### src/hdl/jtap_cfg.svh
`ifndef JTAP_CFG_SVH
`define JTAP_CFG_SVH
// instruction register
`define JTAP_IR_W 10
`define JTAP_IR_CAPTURE 10'h001
`define JTAP_OP_EXTEST 10'h000
`define JTAP_OP_SAMPLE 10'h055
`define JTAP_OP_IDCODE 10'h059
`define JTAP_OP_USERCODE 10'h079
`define JTAP_OP_SIGREAD 10'h065
`define JTAP_OP_BYPASS 10'h3ff
// data registers
`define JTAP_ID_W 32
`define JTAP_USER_W 32
`define JTAP_SIG_W 16
`define JTAP_BSR_LEN 96
// identification word fields, values arbitrary
`define JTAP_ID_VERSION 4'h3
`define JTAP_ID_PART 16'h1234
`define JTAP_ID_MAKER 11'h2a5
`define JTAP_ID_LSB 1'h1
`endif

### src/hdl/jtap_pkg.sv
package jtap_pkg;
  // link pins as sampled from outside
  typedef struct packed {
    logic tck;
    logic tms;
    logic tdi;
  } jtap_pins_t;

  typedef enum logic [15:0] {
    ST_RESET = 16'h0001,
    ST_IDLE = 16'h0002,
    ST_SEL_DR = 16'h0004,
    ST_CAP_DR = 16'h0008,
    ST_SH_DR = 16'h0010,
    ST_EX1_DR = 16'h0020,
    ST_PAU_DR = 16'h0040,
    ST_EX2_DR = 16'h0080,
    ST_UPD_DR = 16'h0100,
    ST_SEL_IR = 16'h0200,
    ST_CAP_IR = 16'h0400,
    ST_SH_IR = 16'h0800,
    ST_EX1_IR = 16'h1000,
    ST_PAU_IR = 16'h2000,
    ST_EX2_IR = 16'h4000,
    ST_UPD_IR = 16'h8000
  } jtap_state_t;
endpackage

### src/hdl/jtap_tap.sv
`timescale 1ns/1ps
`include "jtap_cfg.svh"
// Contract
// - instruction register is 10 bits, shifted from tdi, applied on update.
// - bypass instruction puts one-bit register between tdi and tdo.
// - sample/preload captures pins without disturbing them; pattern may be preloaded.
// - external test drives updated pattern to pins, captures input pins.
// - identification instruction shifts out captured 32-bit identification word.
// - identification word is version 4, part 16, maker 11, one bit.
// - identification word least significant bit is always one.
// - user-code instruction shifts out 32-bit user code where supported.
// - user code register is exactly 32 bits.
// - signature-read instruction shifts out user signature register on older variants.
// - user signature register is exactly 16 bits.
// - boundary chain length is a per-variant parameter.
// - test port unused means its pins are released as user pins.
// - shift time is set by tck rate and number of tck cycles.
module jtap_tap
  import jtap_pkg::*;
#(
  parameter int BSR_LEN = `JTAP_BSR_LEN,
  parameter bit HAS_USERCODE = 1'b1,
  parameter bit HAS_SIGREAD = 1'b0
) (
  // clock and reset
  input wire logic core_clk_in,
  input wire logic rst_n_in,
  // test link pins
  input wire jtap_pins_t pins_in,
  output logic tdo_out,
  output logic tdo_oe_out,
  // configuration
  input wire logic tap_enable_in,
  input wire logic [`JTAP_USER_W-1:0] user_code_in,
  input wire logic [`JTAP_SIG_W-1:0] user_signature_in,
  // device pins around the boundary chain
  input wire logic [BSR_LEN-1:0] pin_in_in,
  input wire logic [BSR_LEN-1:0] core_out_in,
  output logic [BSR_LEN-1:0] pin_out_out,
  output logic pins_released_out
);

  ////////////////////////////////////////////////////////////////////////////
  function automatic jtap_state_t tap_next(input jtap_state_t s, input logic m);
    case (s)
      ST_RESET: tap_next = m ? ST_RESET : ST_IDLE;
      ST_IDLE: tap_next = m ? ST_SEL_DR : ST_IDLE;
      ST_SEL_DR: tap_next = m ? ST_SEL_IR : ST_CAP_DR;
      ST_CAP_DR: tap_next = m ? ST_EX1_DR : ST_SH_DR;
      ST_SH_DR: tap_next = m ? ST_EX1_DR : ST_SH_DR;
      ST_EX1_DR: tap_next = m ? ST_UPD_DR : ST_PAU_DR;
      ST_PAU_DR: tap_next = m ? ST_EX2_DR : ST_PAU_DR;
      ST_EX2_DR: tap_next = m ? ST_UPD_DR : ST_SH_DR;
      ST_UPD_DR: tap_next = m ? ST_SEL_DR : ST_IDLE;
      ST_SEL_IR: tap_next = m ? ST_RESET : ST_CAP_IR;
      ST_CAP_IR: tap_next = m ? ST_EX1_IR : ST_SH_IR;
      ST_SH_IR: tap_next = m ? ST_EX1_IR : ST_SH_IR;
      ST_EX1_IR: tap_next = m ? ST_UPD_IR : ST_PAU_IR;
      ST_PAU_IR: tap_next = m ? ST_EX2_IR : ST_PAU_IR;
      ST_EX2_IR: tap_next = m ? ST_UPD_IR : ST_SH_IR;
      ST_UPD_IR: tap_next = m ? ST_SEL_DR : ST_IDLE;
      default: tap_next = ST_RESET;
    endcase
  endfunction

  ////////////////////////////////////////////////////////////////////////////
  // two-flop synchronisers, third tck stage for edges
  jtap_pins_t pins_s1;
  jtap_pins_t pins_s2;
  logic tck_s3;
  logic [BSR_LEN-1:0] pin_s1;
  logic [BSR_LEN-1:0] pin_s2;

  always_ff @(posedge core_clk_in) begin
    if (!rst_n_in) begin
      pins_s1 <= '0;
      pins_s2 <= '0;
      tck_s3 <= 1'b0;
      pin_s1 <= '0;
      pin_s2 <= '0;
    end else begin
      pins_s1 <= pins_in;
      pins_s2 <= pins_s1;
      tck_s3 <= pins_s2.tck;
      pin_s1 <= pin_in_in;
      pin_s2 <= pin_s1;
    end
  end

  wire tck_rise = pins_s2.tck & ~tck_s3;
  wire tck_fall = ~pins_s2.tck & tck_s3;

  ////////////////////////////////////////////////////////////////////////////
  jtap_state_t state;
  logic [`JTAP_IR_W-1:0] ir;
  logic [`JTAP_IR_W-1:0] ir_sh;
  logic bypass;
  logic [`JTAP_ID_W-1:0] id_sh;
  logic [`JTAP_USER_W-1:0] user_sh;
  logic [`JTAP_SIG_W-1:0] sig_sh;
  logic [BSR_LEN-1:0] bsr_sh;
  logic [BSR_LEN-1:0] bsr_upd;

  wire [`JTAP_ID_W-1:0] id_word = {`JTAP_ID_VERSION, `JTAP_ID_PART, `JTAP_ID_MAKER, `JTAP_ID_LSB};

  wire sel_extest = (ir == `JTAP_OP_EXTEST);
  wire sel_sample = (ir == `JTAP_OP_SAMPLE);
  wire sel_id = (ir == `JTAP_OP_IDCODE);
  wire sel_user = HAS_USERCODE && (ir == `JTAP_OP_USERCODE);
  wire sel_sig = HAS_SIGREAD && (ir == `JTAP_OP_SIGREAD);
  wire sel_bsr = sel_extest | sel_sample;
  wire sel_bypass = ~(sel_bsr | sel_id | sel_user | sel_sig);

  wire in_cap_dr = tck_rise && (state == ST_CAP_DR);
  wire in_sh_dr = tck_rise && (state == ST_SH_DR);
  wire dr_serial = sel_bsr ? bsr_sh[0] : sel_id ? id_sh[0] : sel_user ? user_sh[0] :
                   sel_sig ? sig_sh[0] : bypass;
  wire tdi = pins_s2.tdi;

  always_ff @(posedge core_clk_in) begin
    if (!rst_n_in || !tap_enable_in) begin
      state <= ST_RESET;
    end else if (tck_rise) begin
      state <= tap_next(state, pins_s2.tms);
    end
  end

  always_ff @(posedge core_clk_in) begin
    if (!rst_n_in || !tap_enable_in || state == ST_RESET) begin
      ir_sh <= `JTAP_IR_CAPTURE;
      ir <= `JTAP_OP_IDCODE;
    end else begin
      if (tck_rise && state == ST_CAP_IR) begin
        ir_sh <= `JTAP_IR_CAPTURE;
      end else if (tck_rise && state == ST_SH_IR) begin
        ir_sh <= {tdi, ir_sh[`JTAP_IR_W-1:1]};
      end
      if (tck_fall && state == ST_UPD_IR) begin
        ir <= ir_sh;
      end
    end
  end

  // one bit per tck cycle in shift
  always_ff @(posedge core_clk_in) begin
    if (!rst_n_in) begin
      bypass <= 1'b0;
      id_sh <= '0;
      user_sh <= '0;
      sig_sh <= '0;
    end else if (in_cap_dr) begin
      bypass <= 1'b0;
      id_sh <= id_word;
      user_sh <= user_code_in;
      sig_sh <= user_signature_in;
    end else if (in_sh_dr) begin
      if (sel_bypass) begin
        bypass <= tdi;
      end
      if (sel_id) begin
        id_sh <= {tdi, id_sh[`JTAP_ID_W-1:1]};
      end
      if (sel_user) begin
        user_sh <= {tdi, user_sh[`JTAP_USER_W-1:1]};
      end
      if (sel_sig) begin
        sig_sh <= {tdi, sig_sh[`JTAP_SIG_W-1:1]};
      end
    end
  end

  always_ff @(posedge core_clk_in) begin
    if (!rst_n_in) begin
      bsr_sh <= '0;
      bsr_upd <= '0;
    end else begin
      if (in_cap_dr && sel_bsr) begin
        bsr_sh <= pin_s2;
      end else if (in_sh_dr && sel_bsr) begin
        bsr_sh <= {tdi, bsr_sh[BSR_LEN-1:1]};
      end
      if (tck_fall && state == ST_UPD_DR && sel_bsr) begin
        bsr_upd <= bsr_sh;
      end
    end
  end

  ////////////////////////////////////////////////////////////////////////////
  wire shifting = (state == ST_SH_DR) || (state == ST_SH_IR);
  wire next_tdo = (state == ST_SH_IR) ? ir_sh[0] : dr_serial;

  always_ff @(posedge core_clk_in) begin
    if (!rst_n_in) begin
      tdo_out <= 1'b0;
      tdo_oe_out <= 1'b0;
      pin_out_out <= '0;
      pins_released_out <= 1'b1;
    end else begin
      if (tck_fall) begin
        tdo_out <= next_tdo;
        tdo_oe_out <= shifting && tap_enable_in;
      end else if (!tap_enable_in) begin
        tdo_oe_out <= 1'b0;
      end
      pin_out_out <= sel_extest ? bsr_upd : core_out_in;
      pins_released_out <= ~tap_enable_in;
    end
  end
endmodule

### config.mk
export PLATFORM = sky130hd
export DESIGN_NAME = jtap_tap
export DESIGN_NICKNAME = d
export VERILOG_FILES = /design/src/hdl/jtap_pkg.sv /design/src/hdl/jtap_tap.sv
export VERILOG_INCLUDE_DIRS = /design/src /design/src/hdl
export SDC_FILE = /design/constraint.sdc
export NUM_CORES = 1
export LEC_CHECK = 0
export BUFFER_PORTS_ARGS = -buffer_cell sky130_fd_sc_hd__buf_2
export CAP_MARGIN = 20
export CORE_UTILIZATION = 42
export DETAILED_ROUTE_END_ITERATION = 8
export PLACE_DENSITY = 0.67
export REMOVE_ABC_BUFFERS = 1
export SLEW_MARGIN = 20
export SYNTH_ARGS = -nofsm -noshare
export SYNTH_HDL_FRONTEND = slang
export SYNTH_SLANG_ARGS = --single-unit
### constraint.sdc
create_clock -name core_clk_in -period 2.9 [get_ports core_clk_in]
set_clock_uncertainty 0.15 [all_clocks]
set_input_delay 0.58 -clock core_clk_in [delete_from_list [all_inputs] [get_ports core_clk_in]]
set_output_delay 0.58 -clock core_clk_in [all_outputs]
set_load 0.005 [all_outputs]
# Yosys cells after proc, flatten, opt, wreduce, memory -nomap -nowiden
# Cells that the tools add are included.
dict set report totals {
  mem_bits_ro 0
  latchBits 0
  mem_count 0
  input_bits 246
  out_inout_bits 99
  ram_bits 0
  ff_bits 591
}
dict set report op_classes {
  eq_ne 20
  n_div 0
  n_reduce_logical 29
  multipliers 0
  add_sub_neg 0
  order_cmp 0
  bitwise 10
  n_mux 28
  shifts 0
}
# operator n
set ops {}
lappend ops {{$mux W96} 3}
lappend ops {{$pmux W16 S12} 1}
lappend ops {{$mux W32} 3}
lappend ops {{$mux W30} 3}
lappend ops {{$mux W16} 2}
lappend ops {{$eq A10 B7 Y1 const B} 3}
lappend ops {{$mux W9} 2}
lappend ops {{$eq A16 B1 Y1 const B} 1}
lappend ops {{$eq A16 B10 Y1 const B} 1}
lappend ops {{$eq A16 B11 Y1 const B} 1}
lappend ops {{$eq A16 B12 Y1 const B} 1}
lappend ops {{$eq A16 B13 Y1 const B} 1}
lappend ops {{$eq A16 B14 Y1 const B} 1}
lappend ops {{$eq A16 B15 Y1 const B} 1}
lappend ops {{$eq A16 B16 Y1 const B} 1}
lappend ops {{$eq A16 B2 Y1 const B} 1}
lappend ops {{$eq A16 B3 Y1 const B} 1}
lappend ops {{$eq A16 B4 Y1 const B} 1}
lappend ops {{$eq A16 B5 Y1 const B} 1}
lappend ops {{$eq A16 B6 Y1 const B} 1}
lappend ops {{$eq A16 B7 Y1 const B} 1}
lappend ops {{$eq A16 B8 Y1 const B} 1}
lappend ops {{$eq A16 B9 Y1 const B} 1}
lappend ops {{$mux W15} 1}
lappend ops {{20 further kinds} 53}

# Longest topological paths before layout
# Gate-level depths: netlist (run 1).
dict set report logic_depth {
  depth_word 6
  ltp_mapped 9
  mapped_depth_nobuf 5
}

# Least setup slack after synthesis (run 1)
# Ideal clock, no wire load.
dict set report synth_timing {
  path_kind {reg-to-reg}
  from {reg state[10]}
  to {reg id_sh[28]}
  synth_period_minus_slack_ns 2.261
  path_stages_with_launch 9
  setup_slack_ns 0.639
  t_required_ns 2.618
  setup_time_ns 0.132
  n_path_buf 3
  t_arrival_ns 1.979
  cell_sequence {dfxtp_1 buf_2 nor4_4 nand3_2 or4_1 clkbuf_1 buf_2 nor2_1 nor3_1}
}
dict set report synth_via {
  elab_chain_cells 4
  word_cells_on_any_way 8
  cone_classes {eq/ne (2); mux (1); reduce/logical (5)}
}
# item line
set synth_lines {}
lappend synth_lines {{start: declaration} jtap_tap.sv:94} ;# jtap_state_t state;
lappend synth_lines {{start signal: assignment} jtap_tap.sv:124} ;# state <= tap_next(state, pins_s2.tms);
lappend synth_lines {{$eq A16 B4 Y1 or $eq A16 B5 Y1 (tied branches)} {jtap_tap.sv:114, jtap_tap.sv:115}}
lappend synth_lines {{$logic_and A1 B1 Y1, on equally long branches} {jtap_tap.sv:114, jtap_tap.sv:115}}
lappend synth_lines {{$reduce_bool A2 Y1 (no source line)} --}
lappend synth_lines {{$reduce_and A2 Y1 (no source line)} --}
lappend synth_lines {{end signal: assignment} jtap_tap.sv:153} ;# id_sh <= id_word;
lappend synth_lines {{end signal: assignment} jtap_tap.sv:161} ;# id_sh <= {tdi, id_sh[`JTAP_ID_W-1:1]};
lappend synth_lines {{end: declaration} jtap_tap.sv:98} ;# logic [`JTAP_ID_W-1:0] id_sh;
# Several ways; a longest one is shown, not always the timed one.
# A chain may end at the register's enable or synchronous reset.

# Worst setup path after layout (run 1)
dict set report layout_timing {
  from {reg state[4]}
  to {reg bsr_sh[25]}
}
dict set report layout_via {
  elab_chain_cells 4
  word_cells_on_any_way 8
  cone_classes {eq/ne (2); mux (1); reduce/logical (5)}
}
# item line
set layout_lines {}
lappend layout_lines {{$eq A16 B4 Y1 or $eq A16 B5 Y1 (tied branches)} {jtap_tap.sv:114, jtap_tap.sv:115}}
lappend layout_lines {{$logic_and A1 B1 Y1, on equally long branches} {jtap_tap.sv:114, jtap_tap.sv:115}}
lappend layout_lines {{$logic_and A1 B1 Y1, on equally long branches} {jtap_tap.sv:177, jtap_tap.sv:179}}
lappend layout_lines {{$mux W96 or $reduce_bool A2 Y1 (tied branches)} --}
lappend layout_lines {{end signal: assignment} jtap_tap.sv:178} ;# bsr_sh <= pin_s2;
lappend layout_lines {{end signal: assignment} jtap_tap.sv:180} ;# bsr_sh <= {tdi, bsr_sh[BSR_LEN-1:1]};
lappend layout_lines {{end: declaration} jtap_tap.sv:101} ;# logic [BSR_LEN-1:0] bsr_sh;
# Several ways; a longest one is shown, not always the timed one.

==> summary.md, run 1 <==
| Metric | Value |
|---|---|
| Post-synth top area cell | dfxtp_1 |
| Post-synthesis simple-gate area fraction | 25.4% |
| Worst-path cell chain | nor4b_1 > and4_1 > nand2_1 > a21oi_4 > buf_12 > o21ai_0 |
| Final Non-Filler Cells | 3571 |
| Slew headroom | 42.2% |
| Total Wirelength | 55600 µm |
| Max incr delay on CP | 0.59 ns |
| Synth-to-layout area growth | 21.2% |
| Post-synthesis adder-cell area fraction | 0% |
| VDD IR-drop max | 0.000398 V |
| Final ANT Viol Nets | 0 |
| Xor/xnor share of the synthesized area | 0.285% |
| Mapped Avg Cell Area | 8.32 µm² |
| DRC | 0 |
| Core ar. | 0.0504 mm² |
| Worst-Skew Late Latency | 0.61 ns |
| Antenna violations before repair | 3 |
| Pins Over Slew Limit | 0 |
| FP Rows | 82 |
| Fin area | 0.0261 mm² |
| Die ar. | 0.0521 mm² |
| Dpl cell area | 0.0237 mm² |
| #FFs+latches synth | 591 |
| Hold Path Class | in -> reg |
| H-tree levels | 2 |
| 1st-iter DRT viols | 1296 |
| Fin crit period | 2.67 ns |
| Asr flop ratio synth | 0% |
| Max Cap Viol | 0 |
| Pint | 13.2 mW |
| Commonest cells post-synth | nand2_1 (600), dfxtp_1 (591), a21oi_1 (224) |
| Compound-Gate Fraction of Synth Area | 12.7% |
| Critical path launch point type | flop |
| Post-synth top flop | dfxtp_1 |
| WP buf/inv | 1 |
| Leak Pwr | 10.5 nW |
| Max Root-Sink Buffers | 3 |
| Sink Count | 591 |
| Clock share of power | 46.2% |
| Crit path arrival time | 2.98 ns |
| GP Congestion | 0.819 |
| Switch Pwr | 3.53 mW |
| All-layer global routing usage | 21.0% |
| Fraction of layout cells with a size suffix above 1 | 17.0% |
| Port bufs | 328 |
| Worst Path Max Fanout | 96 |
| First-pass GRT wire length | 89600 µm |
| Critical Path RT | 3.21 ns |
| # placed instances | 3422 |
| Total grt overflow | 0 |
| WL/cell | 15.6 µm |
| IO Count | 345 |
| Worst-margin pin slew | 0.867 ns |
| CTS tree | done |
| Sequential Power Share | 50.0% |
| Final net count | 3093 |
| Total power | 16.7 mW |
| Worst path top cell family by delay | simple AND/OR/NAND/NOR gates |
| Final Cycle Share | 92.1% |
| DIE WIDTH | 228 µm |
| Cells after synthesis | 2585 |
| Final hold viol count | 0 |
| Final setup fails | 0 |
| Fillers | 4786 |
| Via/cell ratio | 5.05 |
| Clock root cell | clkbuf_16 |
| Vias post-DR | 18024 |
| Cts repair resizes | 0 |
| DP HPWL | 31700 µm |
| Max frequency | 374 MHz |
| Worst Setup End Kind | flop |
| Synth Warn # | 0 |
| Vias in the first global route | 17410 |
| Combinational power share | 3.8% |
| Num CTS Buffers | 59 |
| Initial core utilization | 42.7% |
| Post-synth cell types | 55 |
| Sequential area share after synthesis | 55.0% |
| Reg clk slew, reported paths | 0.06 ns |
| Die Ht | 228 µm |
| Largest net degree at the start of global routing | 186 |
| Largest family of logic cells by synthesized area | simple AND/OR/NAND/NOR gates |
| CP Class | reg -> reg |
| Dominant cells by area after synthesis | dfxtp_1 (55%), nand2_1 (10%), and2_1 (5.8%) |
| Outcome | finished, final reports clean |
| Cell Pwr Density | 642 mW/mm² |
| Multiplexer share of the synthesized area | 0.977% |
| Post-synth EDFFs | 0 |
| Sw Ratio | 21.1% |
| DRT Pass-1 Iters | 7 |
| CP max-delay cell | dfxtp_1 |
| Cell Area, Synth | 0.0215 mm² |
| Most frequent cell after synthesis | nand2_1 |
| Yosys top cell area share | 55.0% |
| RSZ-0062 raised after global routing | false |
==> flip-flops by register name, summed over array words and instances, names as in the netlist <==
signal	cells
bsr_sh	96
bsr_upd	96
pin_out_out	96
pin_s1	96
pin_s2	96
id_sh	32
user_sh	32
state	16
ir	10
ir_sh	10
pins_s1	3
pins_s2	2
bypass	1
pins_released_out	1
tck_s3	1
tdi	1
tdo_oe_out	1
tdo_out	1
==> timing repair <==
item | 4_1_cts | 5_1_grt
endpoints found under the setup margin | 0 | 3
hold buffers | 31 | 1
endpoints found under the hold margin | 31 | 1
setup buffers | 0 | 4
==> worst paths after layout <==
check                                   start    endpoint  slack (ns)  cells past startpoint
worst min-delay path            pin_in_in[22]  pin_s1[22]        0.03                      2
worst max-delay path                 state[4]  bsr_sh[25]        0.23                      6
worst min register to register     pin_s1[77]  pin_s2[77]        0.28                      1
worst max register to register       state[4]  bsr_sh[25]        0.23                      6
==> power groups by stage <==
stage | Combinational, mW | Clock (mW) | Sequential [mW]
after detailed placement | 0.606 | 0 | 8.55
after global placement | 0.600 | 0 | 8.54
after CTS | 0.645 | 7.91 | 8.37
after floorplan | 0.224 | 0 | 8.55
final | 0.638 | 7.72 | 8.37
after global routing | 0.712 | 8.25 | 8.38
==> metal layers <==
metal	vias to the layer above	part of all wire (%)	global-route usage, %
li1	8987	-	-
met1	8439	45	28.1
met2	502	47	34.4
met3	96	5.2	3.36
met4	0	2.4	6.98
met5	-	0	0
==> cells in the final DEF, fill, tap and decap left out, types with 4 or more instances in the layout <==
cell / synthesis / layout
a21oi_1: 224 / 224
a22oi_1: 6 / 6
a31oi_1: 32 / 32
and2_1: 201 / 201
and3_1: 98 / 97
buf_12: 0 / 14
buf_2: 26 / 327
buf_4: 9 / 31
clkbuf_1: 155 / 11
clkbuf_16: 0 / 61
clkbuf_8: 0 / 18
clkinv_2: 0 / 13
dfxtp_1: 591 / 591
dlygate4sd3_1: 0 / 32
inv_1: 99 / 99
mux2i_1: 21 / 21
nand2_1: 600 / 599
nand2b_1: 5 / 5
nand3_1: 9 / 8
nand4_1: 7 / 7
nand4b_1: 4 / 4
nor2_1: 57 / 56
nor2b_1: 4 / 4
nor3_1: 130 / 130
nor4_1: 5 / 5
nor4_4: 4 / 5
nor4b_1: 5 / 5
o21ai_0: 185 / 185
o21ai_1: 50 / 50
xor2_1: 4 / 4
==> stage by stage <==
stage          util (%)  setup TNS, ns  setup slack (ns)  hold WS [ns]
2_1_floorplan         -        -625.31             -2.87         0.262
3_3_place_gp       47.1              0             0.301         0.263
3_5_place_dp       47.1              0             0.179         0.268
4_1_cts            51.7              0             0.191      0.000886
5_1_grt            51.8              0            0.0935       0.00176
6_report           51.8              0             0.229        0.0304
==> cell families after synthesis <==
| logic type | Yosys count |
|---|---|
| buffers and inverters | 304 |
| AND/OR/NAND/NOR | 1146 |
| multiplexers | 21 |
| AO/OA/AOI/OAI | 516 |
| flip-flops | 591 |
| XOR/XNOR | 7 |
==> area by class of cell <==
type | instances | area (µm²) | area share (%)
inverters | 100 | 380 | 1.46
multi-input cells | 1690 | 8520 | 32.7
well taps | 672 | 841 | 3.22
repair buffers | 405 | 2480 | 9.53
flip-flops and latches | 591 | 11800 | 45.4
diodes | 3 | 7.51 | 0.0288
clock buffers | 90 | 1820 | 6.96
clock inverters | 20 | 190 | 0.729
(Power assumes the default switching activity.)
==> inputs of run 2 (changes only) <==
Settings changed: CELL_PAD_IN_SITES_DETAIL_PLACEMENT set to 1, CELL_PAD_IN_SITES_GLOBAL_PLACEMENT set to 1, PLACE_DENSITY 0.67 to 0.84, REMOVE_ABC_BUFFERS 1 to not set.
==> summary.md, run 2 (synthesis results as in run 1) <==
| Metric | Value |
|---|---|
| Outcome | finished, final reports clean |
| H-tree levels | 2 |
| Vias in the first global route | 20055 |
| WL/cell | 17.7 µm |
| FP Rows | 82 |
| Critical Path RT | 3.23 ns |
| Total power | 16.7 mW |
| Initial core utilization | 42.7% |
| Die ar. | 0.0521 mm² |
| RSZ-0062 raised after global routing | false |
| Cell Pwr Density | 638 mW/mm² |
| Port bufs | 328 |
| Synth-to-layout area growth | 21.3% |
| Leak Pwr | 10.5 nW |
| DP HPWL | 37300 µm |
| Slew headroom | 45.3% |
| DRT Pass-1 Iters | 5 |
| DRC | 0 |
| Dpl cell area | 0.0237 mm² |
| Worst-Skew Late Latency | 0.61 ns |
| GR peak layer | met2 |
| Fin crit period | 2.71 ns |
| Max frequency | 369 MHz |
| Hold slack | 0.0330 ns |
| Reg clk slew, reported paths | 0.06 ns |
| Final Cycle Share | 93.6% |
| Cells on worst reg2reg path | 7 |
| Max Root-Sink Buffers | 3 |
| Sequential Area | 0.0118 mm² |
| Most frequent cells in the layout | nand2_1 (599), dfxtp_1 (591), buf_2 (327) |
| Area taken by multi-input logic gates | 0.00852 mm² |
| First-pass GRT wire length | 103000 µm |
| Final Non-Filler Cells | 3582 |
| Hold Path Class | in -> reg |
| Max Cap Viol | 0 |
| Fin area | 0.0261 mm² |
| Vias post-DR | 18690 |
| Total grt overflow | 0 |
| Worst Setup End Kind | flop |
| CTS tree | done |
| Worst-margin pin slew | 0.812 ns |
| Met2 Use GR | 43.6% |
| Sink Count | 591 |
| Clock root cell | clkbuf_16 |
| Antenna violations before repair | 5 |
| Most common cell after layout, fill and taps aside | nand2_1 |
| GP Congestion | 0.825 |
| Total Wirelength | 63400 µm |
| Die Ht | 228 µm |
| Fillers | 6045 |
| Pins Over Slew Limit | 0 |
| GR Util met1 | 29.0% |
| Cts repair resizes | 0 |
| Largest net degree at the start of global routing | 205 |
| Setup TNS | 0 ns |
| Final net count | 3104 |
| DIE WIDTH | 228 µm |
| 1st-iter DRT viols | 1049 |
| GR Layer Usage met3 | 3.24% |
| Critical path launch point type | flop |
| Worst Hold Path Cells | 2 |
| VDD IR-drop max | 0.000508 V |
| Via/cell ratio | 5.22 |
| # placed instances | 3420 |
| Net Count, Synth | 2831 |
| Final setup fails | 0 |
| Core ar. | 0.0504 mm² |
| Final ANT Viol Nets | 0 |
| CP Class | reg -> reg |
| Crit path arrival time | 3.05 ns |
| IO Count | 345 |
| All-layer global routing usage | 24.1% |
| Fraction of layout cells with a size suffix above 1 | 16.5% |
| Final hold viol count | 0 |
| Num CTS Buffers | 60 |
| Worst Path Max Fanout | 65 |
-- run 2: repair_timing --
action | 4_1_cts | 5_1_grt
hold buffers | 47 | 0
setup buffers | 0 | 1
endpoints found under the setup margin | 0 | 9
hold endpoints to repair | 47 | 0
-- run 2: metal layers --
| layer | vias to the layer above | routed length (µm) |
|---|---|---|
| met4 | 0 | 1660 |
| met3 | 127 | 2390 |
| li1 | 9011 | - |
| met1 | 9102 | 27300 |
| met2 | 450 | 32100 |
| met5 | - | 0 |
-- run 2: worst paths after layout --
| kind | start | end | slack [ns] |
|---|---|---|---|
| min reg2reg | pin_s1[9] | pin_s2[9] | 0.28 |
| min | pin_in_in[54] | pin_s1[54] | 0.03 |
| max | state[8] | id_sh[11] | 0.19 |
| max reg2reg | state[8] | id_sh[11] | 0.19 |
-- run 2: final cells by class --
type / count / share of cell area (%)
Tap cell: 672 / 3.22
Inverter: 100 / 1.46
Multi-Input combinational cell: 1690 / 32.7
Clock buffer: 88 / 6.59
Sequential cell: 591 / 45.4
Clock inverter: 21 / 0.748
Timing Repair Buffer: 415 / 9.91
Antenna cell: 5 / 0.0480
-- run 2: power breakdown --
| part | total (mW) | switching, mW | internal (mW) | leakage (nW) |
|---|---|---|---|---|
| Sequential | 8.38 | 0.0566 | 8.32 | 4.83 |
| Clock | 7.60 | 3.24 | 4.36 | 0.956 |
| Combinational | 0.679 | 0.357 | 0.322 | 4.69 |
| Total | 16.7 | 3.65 | 13.0 | 10.5 |
-- run 2: worst max-delay path: stages (launching register included) --
cell,delay (ns)
dfxtp_1,0.40
nor4_4,0.58
nand4b_1,0.32
or2_4,0.35
buf_4,0.29
nand2_1,0.13
buf_4,0.27
a21oi_1,0.08
-- run 2: stage by stage --
step,setup WS [ns],utilization [%]
6_report,0.187,51.8
5_1_grt,0.0132,51.8
4_1_cts,0.170,51.7
3_5_place_dp,0.179,47.0
3_3_place_gp,0.276,47.0
2_1_floorplan,0.639,-
==> inputs of run 3 (changes only) <==
Settings changed: RECOVER_POWER set to 50.
==> summary.md, run 3 (synthesis results as in run 1) <==
| Metric | Value |
|---|---|
| Hold Path Class | in -> reg |
| Final ANT Viol Nets | 0 |
| Vias post-DR | 18642 |
| Max Root-Sink Buffers | 3 |
| Num CTS Buffers | 60 |
| 1st-iter DRT viols | 1056 |
| IO Count | 345 |
| Pins Over Slew Limit | 0 |
| Total Wirelength | 63400 µm |
| Leak Pwr | 10.2 nW |
| CP Class | reg -> reg |
| Cell Pwr Density | 640 mW/mm² |
| Post-Place Worst Slack | 0.179 ns |
| CP max-delay cell | nor4_4 |
| Fraction of layout cells with a size suffix above 1 | 14.8% |
| Max Cap Viol | 0 |
| Initial core utilization | 42.7% |
| Die ar. | 0.0521 mm² |
| H-tree levels | 2 |
| Critical Path RT | 3.23 ns |
| All-layer global routing usage | 24.1% |
| RSZ-0062 raised after global routing | false |
| WL/cell | 17.7 µm |
| Outcome | finished, final reports clean |
| Final hold viol count | 0 |
| Worst-margin pin slew | 1.41 ns |
| Worst path top cell family by delay | simple AND/OR/NAND/NOR gates |
| DIE WIDTH | 228 µm |
| Worst Setup End Kind | flop |
| Max frequency | 373 MHz |
| Crit path arrival time | 3.01 ns |
| CTS tree | done |
| Cts repair resizes | 0 |
| Fin area | 0.0260 mm² |
| Reg clk slew, reported paths | 0.07 ns |
| Worst setup slack after layout | 0.219 ns |
| First-pass GRT wire length | 103000 µm |
| Core ar. | 0.0504 mm² |
| WP buf/inv | 2 |
| Die Ht | 228 µm |
| Via/cell ratio | 5.20 |
| Synth-to-layout area growth | 20.9% |
| Net Count, Synth | 2831 |
| VDD IR-drop max | 0.000507 V |
| Critical path launch point type | flop |
| Slew headroom | 5.88% |
| Final net count | 3104 |
| Antenna violations before repair | 5 |
| Fillers | 6077 |
| Hold slack | 0.0333 ns |
| Sink Count | 591 |
| Max incr delay on CP | 0.55 ns |
| Dpl cell area | 0.0237 mm² |
| FP Rows | 82 |
| Worst-path cell chain | nor4_4 > nand4b_1 > or2_4 > buf_4 > nand2_1 > buf_4 > a21oi_1 |
| Critical path's most frequent cell | buf_4 |
| DRT Pass-1 Iters | 5 |
| Fin crit period | 2.68 ns |
| Largest net degree at the start of global routing | 205 |
| Setup TNS | 0 ns |
| Total grt overflow | 0 |
| Final Cycle Share | 92.4% |
| Most common cell after layout, fill and taps aside | nand2_1 |
| DP HPWL | 37300 µm |
| Final setup fails | 0 |
| Clock root cell | clkbuf_16 |
| DRC | 0 |
| Most frequent cells in the layout | nand2_1 (599), dfxtp_1 (591), buf_2 (280) |
| Total power | 16.6 mW |
| Worst Path Max Fanout | 65 |
| GP Congestion | 0.825 |
| Port bufs | 328 |
| Worst-Skew Late Latency | 0.62 ns |
| Vias in the first global route | 20055 |
run 3: layout make-up:
cell class                      count  area (µm²)  area share [%]
Timing Repair Buffer              415        2520            9.67
Antenna cell                        5        12.5          0.0481
Sequential cell                   591       11800            45.5
Inverter                          100         380            1.46
Multi-Input combinational cell   1690        8510            32.7
Clock buffer                       88        1720            6.61
Tap cell                          672         841            3.23
Clock inverter                     21         195           0.750
run 3: stage by stage:
stage	util [%]	cells
floorplan	-	2585
global placement	47.0	3420
detailed placement	47.0	3420
CTS	51.7	3576
global route	51.6	3582
finish	51.6	3582
run 3: metal layers:
layer	part of all wire, %	global-route usage (%)
met1	43	29.0
met2	50	43.6
met4	2.7	8.89
met3	3.8	3.24
met5	0	0
run 3: timing repair:
action,in CTS,in global routing
buffers inserted,0,1
setup endpoints to repair,0,9
hold buffers,47,0
hold endpoints to repair,47,0
run 3: worst paths after layout:
path | to | slack [ns] | cells after the start | start
max reg2reg | id_sh[11] | 0.22 | 7 | state[8]
min | pin_s1[54] | 0.03 | 2 | pin_in_in[54]
max | id_sh[11] | 0.22 | 7 | state[8]
min reg2reg | pin_s2[9] | 0.28 | 1 | pin_s1[9]
run 3: report_power, final:
group / switching, mW / leakage [nW] / internal [mW]
logic: 0.358 / 4.44 / 0.308
clock network: 3.24 / 0.956 / 4.36
registers: 0.0578 / 4.83 / 8.32
total: 3.65 / 10.2 / 13.0
